[config.mk]
export PLATFORM = sky130hd
export DESIGN_NAME = sbt_tap_top
export DESIGN_NICKNAME = d
export VERILOG_FILES = /design/src/design/sbt_pkg.sv /design/src/design/sbt_tap_if.sv /design/src/design/sbt_tap_fsm.sv /design/src/design/sbt_bsr.sv /design/src/design/sbt_tap_top.sv
export SDC_FILE = /design/constraint.sdc
export NUM_CORES = 1
export LEC_CHECK = 0
export BUFFER_PORTS_ARGS = -buffer_cell sky130_fd_sc_hd__clkbuf_2
export CAP_MARGIN = 20
export CORE_MARGIN = 1
export CORE_UTILIZATION = 28
export CTS_CLUSTER_SIZE = 25
export DETAILED_ROUTE_END_ITERATION = 12
export GPL_TIMING_DRIVEN = 0
export HOLD_SLACK_MARGIN = 0.05
export MAX_ROUTING_LAYER = met4
export SYNTH_ARGS = -nofsm -noshare
export SYNTH_HDL_FRONTEND = slang
export SYNTH_HIERARCHICAL = 1
export SYNTH_SLANG_ARGS = --single-unit
[constraint.sdc]
create_clock -name core_clk_i -period 1.77 [get_ports core_clk_i]
set_input_delay 0.177 -clock core_clk_i [delete_from_list [all_inputs] [get_ports core_clk_i]]
set_output_delay 0.177 -clock core_clk_i [all_outputs]
set_load 0.1 [all_outputs]
[src/design/sbt_pkg.sv]
// shared constants and types of the boundary scan test access port
package sbt_pkg;

    // ========================================================
    // tap controller states, gray coded along the usual path
    typedef enum logic [3:0] {
        SBT_TLR    = 4'h0,
        SBT_RTI    = 4'h1,
        SBT_SEL_DR = 4'h3,
        SBT_CAP_DR = 4'h2,
        SBT_SH_DR  = 4'h6,
        SBT_EX1_DR = 4'h7,
        SBT_PA_DR  = 4'h5,
        SBT_EX2_DR = 4'h4,
        SBT_UPD_DR = 4'hc,
        SBT_SEL_IR = 4'hd,
        SBT_CAP_IR = 4'hf,
        SBT_SH_IR  = 4'he,
        SBT_EX1_IR = 4'ha,
        SBT_PA_IR  = 4'hb,
        SBT_EX2_IR = 4'h9,
        SBT_UPD_IR = 4'h8
    } sbt_state_t;

    // ========================================================
    // three-bit instruction set
    typedef enum logic [2:0] {
        SBT_IR_EXTEST   = 3'h0,
        SBT_IR_IDCODE   = 3'h1,
        SBT_IR_SAMPLE_Z = 3'h2,
        SBT_IR_RSVD3    = 3'h3,
        SBT_IR_SAMPLE   = 3'h4,
        SBT_IR_RSVD5    = 3'h5,
        SBT_IR_RSVD6    = 3'h6,
        SBT_IR_BYPASS   = 3'h7
    } sbt_instr_t;

    // ========================================================
    // register sizes, capture patterns and reset values
    localparam int SBT_IR_W = 3;
    localparam int SBT_ID_W = 32;
    localparam int SBT_BSR_LEN = 90;
    localparam int SBT_BSR_TRI_BIT = 89;
    localparam logic [1:0] SBT_IR_CAPTURE = 2'h1;
    localparam logic SBT_IR_CAPTURE_MSB = 1'h0;
    localparam logic SBT_BYPASS_CAPTURE = 1'h0;
    // arbitrary identification value, lsb set as the scan standard asks
    localparam logic [31:0] SBT_IDCODE_VAL = 32'h0a5a_0001;
    localparam logic SBT_TCK_RST = 1'h0;
    localparam logic SBT_PIN_PULLUP = 1'h1;
    localparam logic [2:0] SBT_RESET_TMS_EDGES = 3'h5;

endpackage

[src/design/sbt_tap_if.sv]
// internal carrier between the port core, the controller and the boundary register
`timescale 1ns/10ps
interface sbt_tap_if;
    import sbt_pkg::*;

    logic tick;
    logic tms;
    logic tdi;
    sbt_state_t state;
    logic capture;
    logic shift;
    logic update;
    logic tlr;
    logic [SBT_BSR_LEN-1:0] par_in;
    logic [SBT_BSR_LEN-1:0] par_out;
    logic sout;

    modport ctl (output tick, tms, tdi, capture, shift, update, tlr, par_in, input state, par_out, sout);
    modport fsm (input tick, tms, output state);
    modport bsr (input tdi, capture, shift, update, tlr, par_in, output par_out, sout);
endinterface

[src/design/sbt_tap_fsm.sv]
// sixteen-state test access port controller
`timescale 1ns/10ps
module sbt_tap_fsm
    import sbt_pkg::*;
(
    // clock and reset
    input wire logic core_clk_i,
    input wire logic srst_i,
    // controller side of the carrier
    sbt_tap_if.fsm tap
);

    sbt_state_t state;
    sbt_state_t next_state;

    // ========================================================
    // next state, moves only on a test clock rising edge
    always_comb begin
        next_state = state;
        if (tap.tick) begin
            case (state)
                // five tms-high rises land here from any state
                SBT_TLR:    next_state = tap.tms ? SBT_TLR : SBT_RTI;
                SBT_RTI:    next_state = tap.tms ? SBT_SEL_DR : SBT_RTI;
                SBT_SEL_DR: next_state = tap.tms ? SBT_SEL_IR : SBT_CAP_DR;
                SBT_CAP_DR: next_state = tap.tms ? SBT_EX1_DR : SBT_SH_DR;
                SBT_SH_DR:  next_state = tap.tms ? SBT_EX1_DR : SBT_SH_DR;
                SBT_EX1_DR: next_state = tap.tms ? SBT_UPD_DR : SBT_PA_DR;
                SBT_PA_DR:  next_state = tap.tms ? SBT_EX2_DR : SBT_PA_DR;
                SBT_EX2_DR: next_state = tap.tms ? SBT_UPD_DR : SBT_SH_DR;
                SBT_UPD_DR: next_state = tap.tms ? SBT_SEL_DR : SBT_RTI;
                // sel-ir with tms high returns to reset
                SBT_SEL_IR: next_state = tap.tms ? SBT_TLR : SBT_CAP_IR;
                SBT_CAP_IR: next_state = tap.tms ? SBT_EX1_IR : SBT_SH_IR;
                SBT_SH_IR:  next_state = tap.tms ? SBT_EX1_IR : SBT_SH_IR;
                SBT_EX1_IR: next_state = tap.tms ? SBT_UPD_IR : SBT_PA_IR;
                SBT_PA_IR:  next_state = tap.tms ? SBT_EX2_IR : SBT_PA_IR;
                SBT_EX2_IR: next_state = tap.tms ? SBT_UPD_IR : SBT_SH_IR;
                SBT_UPD_IR: next_state = tap.tms ? SBT_SEL_DR : SBT_RTI;
                default:    next_state = SBT_TLR;
            endcase
        end
    end

    // ========================================================
    // reset lands in test-logic-reset
    always_ff @(posedge core_clk_i) begin
        if (srst_i) begin
            state <= SBT_TLR;
        end else begin
            state <= next_state;
        end
    end

    assign tap.state = state;

endmodule // sbt_tap_fsm

[src/design/sbt_bsr.sv]
// boundary scan register with capture, shift and update stages
`timescale 1ns/10ps
module sbt_bsr
    import sbt_pkg::*;
(
    // clock and reset
    input wire logic core_clk_i,
    input wire logic srst_i,
    // register side of the carrier
    sbt_tap_if.bsr tap
);

    logic [SBT_BSR_LEN-1:0] sr;
    logic [SBT_BSR_LEN-1:0] upd;
    logic [SBT_BSR_LEN-1:0] next_sr;
    logic [SBT_BSR_LEN-1:0] next_upd;
    logic [SBT_BSR_LEN-1:0] upd_rst;

    // output-bus enable cell preset high, all others low
    always_comb begin
        upd_rst = '0;
        upd_rst[SBT_BSR_TRI_BIT] = 1'h1;
    end

    // ========================================================
    // capture the pin ring, shift toward the lsb, latch on update
    always_comb begin
        next_sr = sr;
        next_upd = upd;
        if (tap.capture) begin
            next_sr = tap.par_in;
        end else if (tap.shift) begin
            next_sr = {tap.tdi, sr[SBT_BSR_LEN-1:1]};
        end
        if (tap.update) begin
            next_upd = sr;
        end
        // enable cell goes back high in test-logic-reset
        if (tap.tlr) begin
            next_upd[SBT_BSR_TRI_BIT] = 1'h1;
        end
    end

    always_ff @(posedge core_clk_i) begin
        if (srst_i) begin
            sr <= '0;
            upd <= upd_rst;
        end else begin
            sr <= next_sr;
            upd <= next_upd;
        end
    end

    assign tap.par_out = upd;
    assign tap.sout = sr[0];

endmodule // sbt_bsr

[src/design/sbt_tap_top.sv]
// boundary scan test access port: pin sampling, registers, tdo and checks
//
// Operation
// - test access port follows the standard boundary scan architecture
// - holds controller, instruction, boundary scan, bypass and identification registers
// - inputs sampled at tck rise, tdo updated at tck fall, update latch loaded at tck rise
// - controller advances each tck rise according to sampled tms
// - tms weakly pulled up, unconnected reads high
// - tdi weakly pulled up, may stay unconnected
// - exactly one register between tdi and tdo, chosen by instruction
// - serial data enters the msb of the selected register
// - tdo shows the lsb of the selected register
// - tdo driver enabled only while shifting data out
// - power-up enters reset state without disturbing memory
// - five tms-high rising edges reset the controller
// - three-bit instruction register loads identify at reset
// - capture-instruction loads 01 into the two low bits
// - single-bit bypass cleared low under bypass instruction
`timescale 1ns/10ps
module sbt_tap_top
    import sbt_pkg::*;
(
    // clock and reset
    input wire logic core_clk_i,
    input wire logic srst_i,
    // test port pins
    input wire logic tck_i,
    input wire logic tms_i,
    input wire logic tdi_i,
    output logic tdo_o,
    output logic tdo_oe_o,
    // memory pin ring
    input wire logic [SBT_BSR_LEN-1:0] ring_i,
    output logic [SBT_BSR_LEN-1:0] ring_drive_o,
    output logic extest_o,
    output logic mem_out_en_o
);

    sbt_tap_if tap ();

    // ========================================================
    // pin synchronisers
    logic tck_meta;
    logic tck_sync;
    logic tck_prev;
    logic tms_meta;
    logic tms_sync;
    logic tdi_meta;
    logic tdi_sync;
    logic next_tck_meta;
    logic next_tck_sync;
    logic next_tck_prev;
    logic next_tms_meta;
    logic next_tms_sync;
    logic next_tdi_meta;
    logic next_tdi_sync;
    logic rise;
    logic fall;

    always_comb begin
        next_tck_meta = tck_i;
        next_tck_sync = tck_meta;
        next_tck_prev = tck_sync;
        next_tms_meta = tms_i;
        next_tms_sync = tms_meta;
        next_tdi_meta = tdi_i;
        next_tdi_sync = tdi_meta;
    end

    always_ff @(posedge core_clk_i) begin
        if (srst_i) begin
            tck_meta <= SBT_TCK_RST;
            tck_sync <= SBT_TCK_RST;
            tck_prev <= SBT_TCK_RST;
            tms_meta <= SBT_PIN_PULLUP;
            tms_sync <= SBT_PIN_PULLUP;
            tdi_meta <= SBT_PIN_PULLUP;
            tdi_sync <= SBT_PIN_PULLUP;
        end else begin
            tck_meta <= next_tck_meta;
            tck_sync <= next_tck_sync;
            tck_prev <= next_tck_prev;
            tms_meta <= next_tms_meta;
            tms_sync <= next_tms_sync;
            tdi_meta <= next_tdi_meta;
            tdi_sync <= next_tdi_sync;
        end
    end

    // a tck held low gives no edges at all
    assign rise = tck_sync & ~tck_prev;
    assign fall = ~tck_sync & tck_prev;

    // ========================================================
    // controller and boundary register
    sbt_state_t state;

    assign tap.tick = rise;
    assign tap.tms = tms_sync;
    assign tap.tdi = tdi_sync;
    assign state = tap.state;

    sbt_tap_fsm u_fsm (
        .core_clk_i(core_clk_i),
        .srst_i(srst_i),
        .tap(tap.fsm)
    );

    sbt_bsr u_bsr (
        .core_clk_i(core_clk_i),
        .srst_i(srst_i),
        .tap(tap.bsr)
    );

    // ========================================================
    // instruction register and data register selection
    logic [SBT_IR_W-1:0] ir_sr;
    logic [SBT_IR_W-1:0] next_ir_sr;
    sbt_instr_t ir_q;
    sbt_instr_t next_ir_q;
    logic sel_id;
    logic sel_bsr;
    logic sel_byp;

    // one register per instruction, reserved codes fall to bypass
    always_comb begin
        sel_id = (ir_q == SBT_IR_IDCODE);
        sel_bsr = (ir_q == SBT_IR_EXTEST) || (ir_q == SBT_IR_SAMPLE) || (ir_q == SBT_IR_SAMPLE_Z);
        sel_byp = !sel_id && !sel_bsr;
    end

    always_comb begin
        next_ir_sr = ir_sr;
        next_ir_q = ir_q;
        if (rise) begin
            case (state)
                SBT_CAP_IR: next_ir_sr = {SBT_IR_CAPTURE_MSB, SBT_IR_CAPTURE};
                SBT_SH_IR: next_ir_sr = {tdi_sync, ir_sr[SBT_IR_W-1:1]};
                SBT_UPD_IR: next_ir_q = sbt_instr_t'(ir_sr);
                default: next_ir_sr = ir_sr;
            endcase
        end
        if (state == SBT_TLR) begin
            next_ir_q = SBT_IR_IDCODE;
        end
    end

    always_ff @(posedge core_clk_i) begin
        if (srst_i) begin
            ir_sr <= SBT_IR_IDCODE;
            ir_q <= SBT_IR_IDCODE;
        end else begin
            ir_sr <= next_ir_sr;
            ir_q <= next_ir_q;
        end
    end

    // ========================================================
    // identification and bypass registers
    logic [SBT_ID_W-1:0] id_sr;
    logic [SBT_ID_W-1:0] next_id_sr;
    logic byp;
    logic next_byp;

    always_comb begin
        next_id_sr = id_sr;
        next_byp = byp;
        if (rise && state == SBT_CAP_DR) begin
            if (sel_id) begin
                next_id_sr = SBT_IDCODE_VAL;
            end
            if (sel_byp) begin
                next_byp = SBT_BYPASS_CAPTURE;
            end
        end else if (rise && state == SBT_SH_DR) begin
            if (sel_id) begin
                next_id_sr = {tdi_sync, id_sr[SBT_ID_W-1:1]};
            end
            if (sel_byp) begin
                next_byp = tdi_sync;
            end
        end
    end

    always_ff @(posedge core_clk_i) begin
        if (srst_i) begin
            id_sr <= '0;
            byp <= SBT_BYPASS_CAPTURE;
        end else begin
            id_sr <= next_id_sr;
            byp <= next_byp;
        end
    end

    // boundary register strobes, only when it is the selected path
    assign tap.capture = rise && (state == SBT_CAP_DR) && sel_bsr;
    assign tap.shift = rise && (state == SBT_SH_DR) && sel_bsr;
    assign tap.update = rise && (state == SBT_UPD_DR) && sel_bsr;
    assign tap.tlr = (state == SBT_TLR);
    assign tap.par_in = ring_i;

    // ========================================================
    // test data out, changes only on the falling tck edge
    logic next_tdo;
    logic next_tdo_oe;
    logic dr_lsb;
    logic shifting;

    always_comb begin
        if (sel_id) begin
            dr_lsb = id_sr[0];
        end else if (sel_bsr) begin
            dr_lsb = tap.sout;
        end else begin
            dr_lsb = byp;
        end
        shifting = (state == SBT_SH_IR) || (state == SBT_SH_DR);
        next_tdo = tdo_o;
        next_tdo_oe = tdo_oe_o;
        if (fall) begin
            next_tdo_oe = shifting;
            next_tdo = (state == SBT_SH_IR) ? ir_sr[0] : dr_lsb;
        end
    end

    // tdo comes up released after power-up
    always_ff @(posedge core_clk_i) begin
        if (srst_i) begin
            tdo_o <= 1'h0;
            tdo_oe_o <= 1'h0;
        end else begin
            tdo_o <= next_tdo;
            tdo_oe_o <= next_tdo_oe;
        end
    end

    // ========================================================
    // memory-side controls; memory untouched unless extest or sample-z
    logic next_extest;
    logic next_mem_out_en;

    // memory keeps normal outputs in reset state
    always_comb begin
        next_extest = (ir_q == SBT_IR_EXTEST);
        if (ir_q == SBT_IR_EXTEST) begin
            next_mem_out_en = tap.par_out[SBT_BSR_TRI_BIT];
        end else if (ir_q == SBT_IR_SAMPLE_Z) begin
            next_mem_out_en = 1'h0;
        end else begin
            next_mem_out_en = 1'h1;
        end
    end

    always_ff @(posedge core_clk_i) begin
        if (srst_i) begin
            extest_o <= 1'h0;
            mem_out_en_o <= 1'h1;
        end else begin
            extest_o <= next_extest;
            mem_out_en_o <= next_mem_out_en;
        end
    end

    // update latch is itself a flop inside the boundary register
    assign ring_drive_o = tap.par_out;

    // ========================================================
    // checks: consecutive tms-high rising edges, saturating
    logic [2:0] tms_cnt;
    logic [2:0] next_tms_cnt;

    always_comb begin
        next_tms_cnt = tms_cnt;
        if (rise) begin
            if (!tms_sync) begin
                next_tms_cnt = 3'h0;
            end else if (tms_cnt != SBT_RESET_TMS_EDGES) begin
                next_tms_cnt = tms_cnt + 3'h1;
            end
        end
    end

    always_ff @(posedge core_clk_i) begin
        if (srst_i) begin
            tms_cnt <= 3'h0;
        end else begin
            tms_cnt <= next_tms_cnt;
        end
    end
endmodule // sbt_tap_top

==> impl_metrics.json <==
{
  "drv_cap": 0,
  "io-pin-count": 189,
  "num_rows": 68,
  "p_leak_nw": 5.19,
  "critical_path_arrival_ns": 2.18,
  "crit_type": "reg2reg",
  "violations": "negative setup slack",
  "vdd_drop_max_mv": 0.587,
  "yosys_warnings": 6,
  "floorplan.die.width_um": 190,
  "grt_max_degree": 13,
  "tightest_slew_ns": 0.684,
  "worstPathCellList": "nor3b_4 > nand2_2 > nor2_4 > buf_12 > buf_12 > clkbuf_16 > mux2i_1 > a211oi_2",
  "maxSlewViolCount": 0,
  "ys_dominant_reg_cell": "dfxtp_1",
  "fp.dieH_um": 190,
  "clk_pin_slew_worst_paths_ns": 0.06,
  "seq_area_frac_synth": 0.474,
  "antenna_found_initial": 1,
  "routedWlPerCell_um": 16.3,
  "drtPass1Iterations": 5,
  "async_reset_ff_frac": 0,
  "cts-buffers-inserted": 27,
  "syn2layout_area_growth_pct": 49.1,
  "crit_slowest_cell": "dfxtp_2",
  "fillers": 3279,
  "finalWirelength_um": 29000,
  "cts_tree": "done",
  "final-hold-violation-count": 0,
  "yosysTopAreaCell": "dfxtp_1",
  "ys_types": 48,
  "ys_seq_elements": 234,
  "core_area_mm2": 0.0346,
  "fin_ws_ns": -0.0147,
  "vias": 8225,
  "synth_cells": 961,
  "dpl.hpwl_um": 18000,
  "critPathMaxStageDelay_ns": 0.38,
  "gp_congestion": 0.790,
  "grt_pass1_wl_um": 42800,
  "track_usage": 0.153,
  "period_share": 1.01,
  "avgSynthCellArea_um2": 10.3,
  "design.die.area_mm2": 0.0360,
  "yosysTopAreaCellShare": 0.474,
  "clock_sinks": 234,
  "postRouteAntennaNets": 0,
  "clockRootBuffer": "clkbuf_16",
  "syn-cell-area_mm2": 0.00988,
  "drive_gt1_frac": 0.377,
  "final_area_mm2": 0.0147,
  "rsz0062_at_grt": "true",
  "finalSetupViolCount": 2,
  "relSlewSlack": 0.540,
  "finClkSkew_ns": 0.0133,
  "startpoint_type": "register",
  "cp-end-kind": "register",
  "required_ns": 2.16,
  "hp-class": "in2reg",
  "max_freq_mhz": 560,
  "portBuffers": 188,
  "avgViaCountPerCell": 4.62,
  "drt_iter0_drc": 385,
  "whs_ns": 0.171,
  "dpl_cell_area_mm2": 0.0114,
  "overflow": 0,
  "yosys-top-cells-area": "dfxtp_1, mux2i_1, a211oi_1",
  "fin_nets": 1400,
  "grt_pass1_vias": 7866,
  "layout_commonest_cell": "dfxtp_1",
  "cts_buffer_depth": 3,
  "final_cell_mix": "dfxtp_1, clkbuf_2, mux2i_1",
  "synth_nets": 1056,
  "drc": 0,
  "synth_edf_count": 0,
  "pwr_density_cell_mw_per_mm2": 758,
  "insertion_delay_ns": 0.54,
  "outcome": "complete, but fails checks",
  "critPathMaxFanout": 9,
  "path_common_cell": "buf_12",
  "start_util": 0.285,
  "cts_htree_levels": 1,
  "fin_crit_ns": 1.78
}
logic make-up after synthesis:
kind of cell	Yosys count	share of synthesized area
flops	234	0.474
mux	184	0.186
simple gates	302	0.167
buf+inv	93	0.0583
xor+xnor	1	0.000887
compound gates	147	0.113
report_power, final:
group / internal, mW / switching (mW)
registers: 5.27 / 0.00506
logic: 0.243 / 0.224
clock network: 3.18 / 2.24
total: 8.70 / 2.47
path summary, 6_finish.rpt:
kind | startpoint | end | slack (ns) | cells past startpoint
max | u_fsm/tap.state[0]$_SDFFE_PP0P_ | u_bsr/sr[9]$_SDFFE_PP0P_ | -0.01 | 8
max reg2reg | u_fsm/tap.state[0]$_SDFFE_PP0P_ | u_bsr/sr[9]$_SDFFE_PP0P_ | -0.01 | 8
min | srst_i | tdo_o$_SDFFE_PP0P_ | 0.17 | 3
min reg2reg | next_tms_sync$_SDFF_PP1_ | tap.tms$_SDFF_PP1_ | 0.41 | 1
synthesized netlist by cell type (2+ instances only):
cell and instances:
dfxtp_1 234, mux2i_1 184, nor2_1 104, nor2b_1 95, a211oi_1 90, clkbuf_1 39, nand2_1 36, a21oi_2 20
nand3_2 20, buf_2 17, buf_4 12, a21oi_1 11, buf_8 10, inv_1 10, nand3_1 10, a311oi_1 8
nor3_1 8, nand2b_1 5, o21ai_0 5, nand3b_1 4, or2_2 4, nor4_1 3, and3b_1 2, buf_12 2
buf_6 2, nor3b_1 2, o21bai_1 2, o311ai_1 2
metal layers:
| metal | GRT usage | wire length [um] | up-vias |
|---|---|---|---|
| met3 | 0.0334 | 1610 | 40 |
| met4 | 0.0388 | 477 | 0 |
| met1 | 0.202 | 13600 | 3909 |
| li1 | - | - | 4080 |
| met2 | 0.235 | 13300 | 196 |
| met5 | - | 0 | - |
cell type report:
cell class / count / area, um^2 / area share
repair buffers: 315 / 2470 / 0.168
plain buffers: 82 / 885 / 0.0601
flip-flops and latches: 234 / 4700 / 0.319
clock inverters: 10 / 82.6 / 0.00561
diodes: 1 / 2.50 / 0.000170
multi-input cells: 634 / 5200 / 0.353
inverters: 11 / 46.3 / 0.00314
well taps: 455 / 569 / 0.0387
clock buffers: 38 / 777 / 0.0528
critical path, delay by kind of cell, from the launching register on:
kind / cells / cell delay [ns]
buffers and inverters: 3 / 0.47
AND/OR/NAND/NOR: 3 / 0.47
flip-flops: 1 / 0.38
multiplexers: 1 / 0.23
AO/OA/AOI/OAI: 1 / 0.10
stage by stage:
step | utilization | power, mW | setup slack [ns] | TNS (ns) | cells
2_1_floorplan | - | 5.49 | 0.0509 | 0 | 961
3_3_place_gp | 0.329 | 5.66 | -0.850 | -120.04 | 1604
3_5_place_dp | 0.329 | 5.66 | -0.921 | -123.62 | 1604
4_1_cts | 0.394 | 11.3 | -0.00539 | -0.0113 | 1757
5_1_grt | 0.425 | 11.6 | -0.106 | -10.42 | 1780
6_report | 0.425 | 11.2 | -0.0147 | -0.0214 | 1780
flip-flops by register name (all words and copies together), names as in the netlist, 3 cells and up:
register           cells
u_fsm/tap.state        4
id_sr                 32
ir_q                   3
ir_sr                  3
u_bsr/tap.par_out     90
u_bsr/sr              90
what timing repair did:
item | CTS | global route
gates cloned | 2 | 16
endpoints found under the setup margin | 181 | 183
hold buffers | 94 | 0
pin swaps | 6 | 6
gates resized for setup | 115 | 168
hold endpoints to repair | 97 | 0
buffers inserted | 9 | 6
Power figures use the tool's default switching activity.
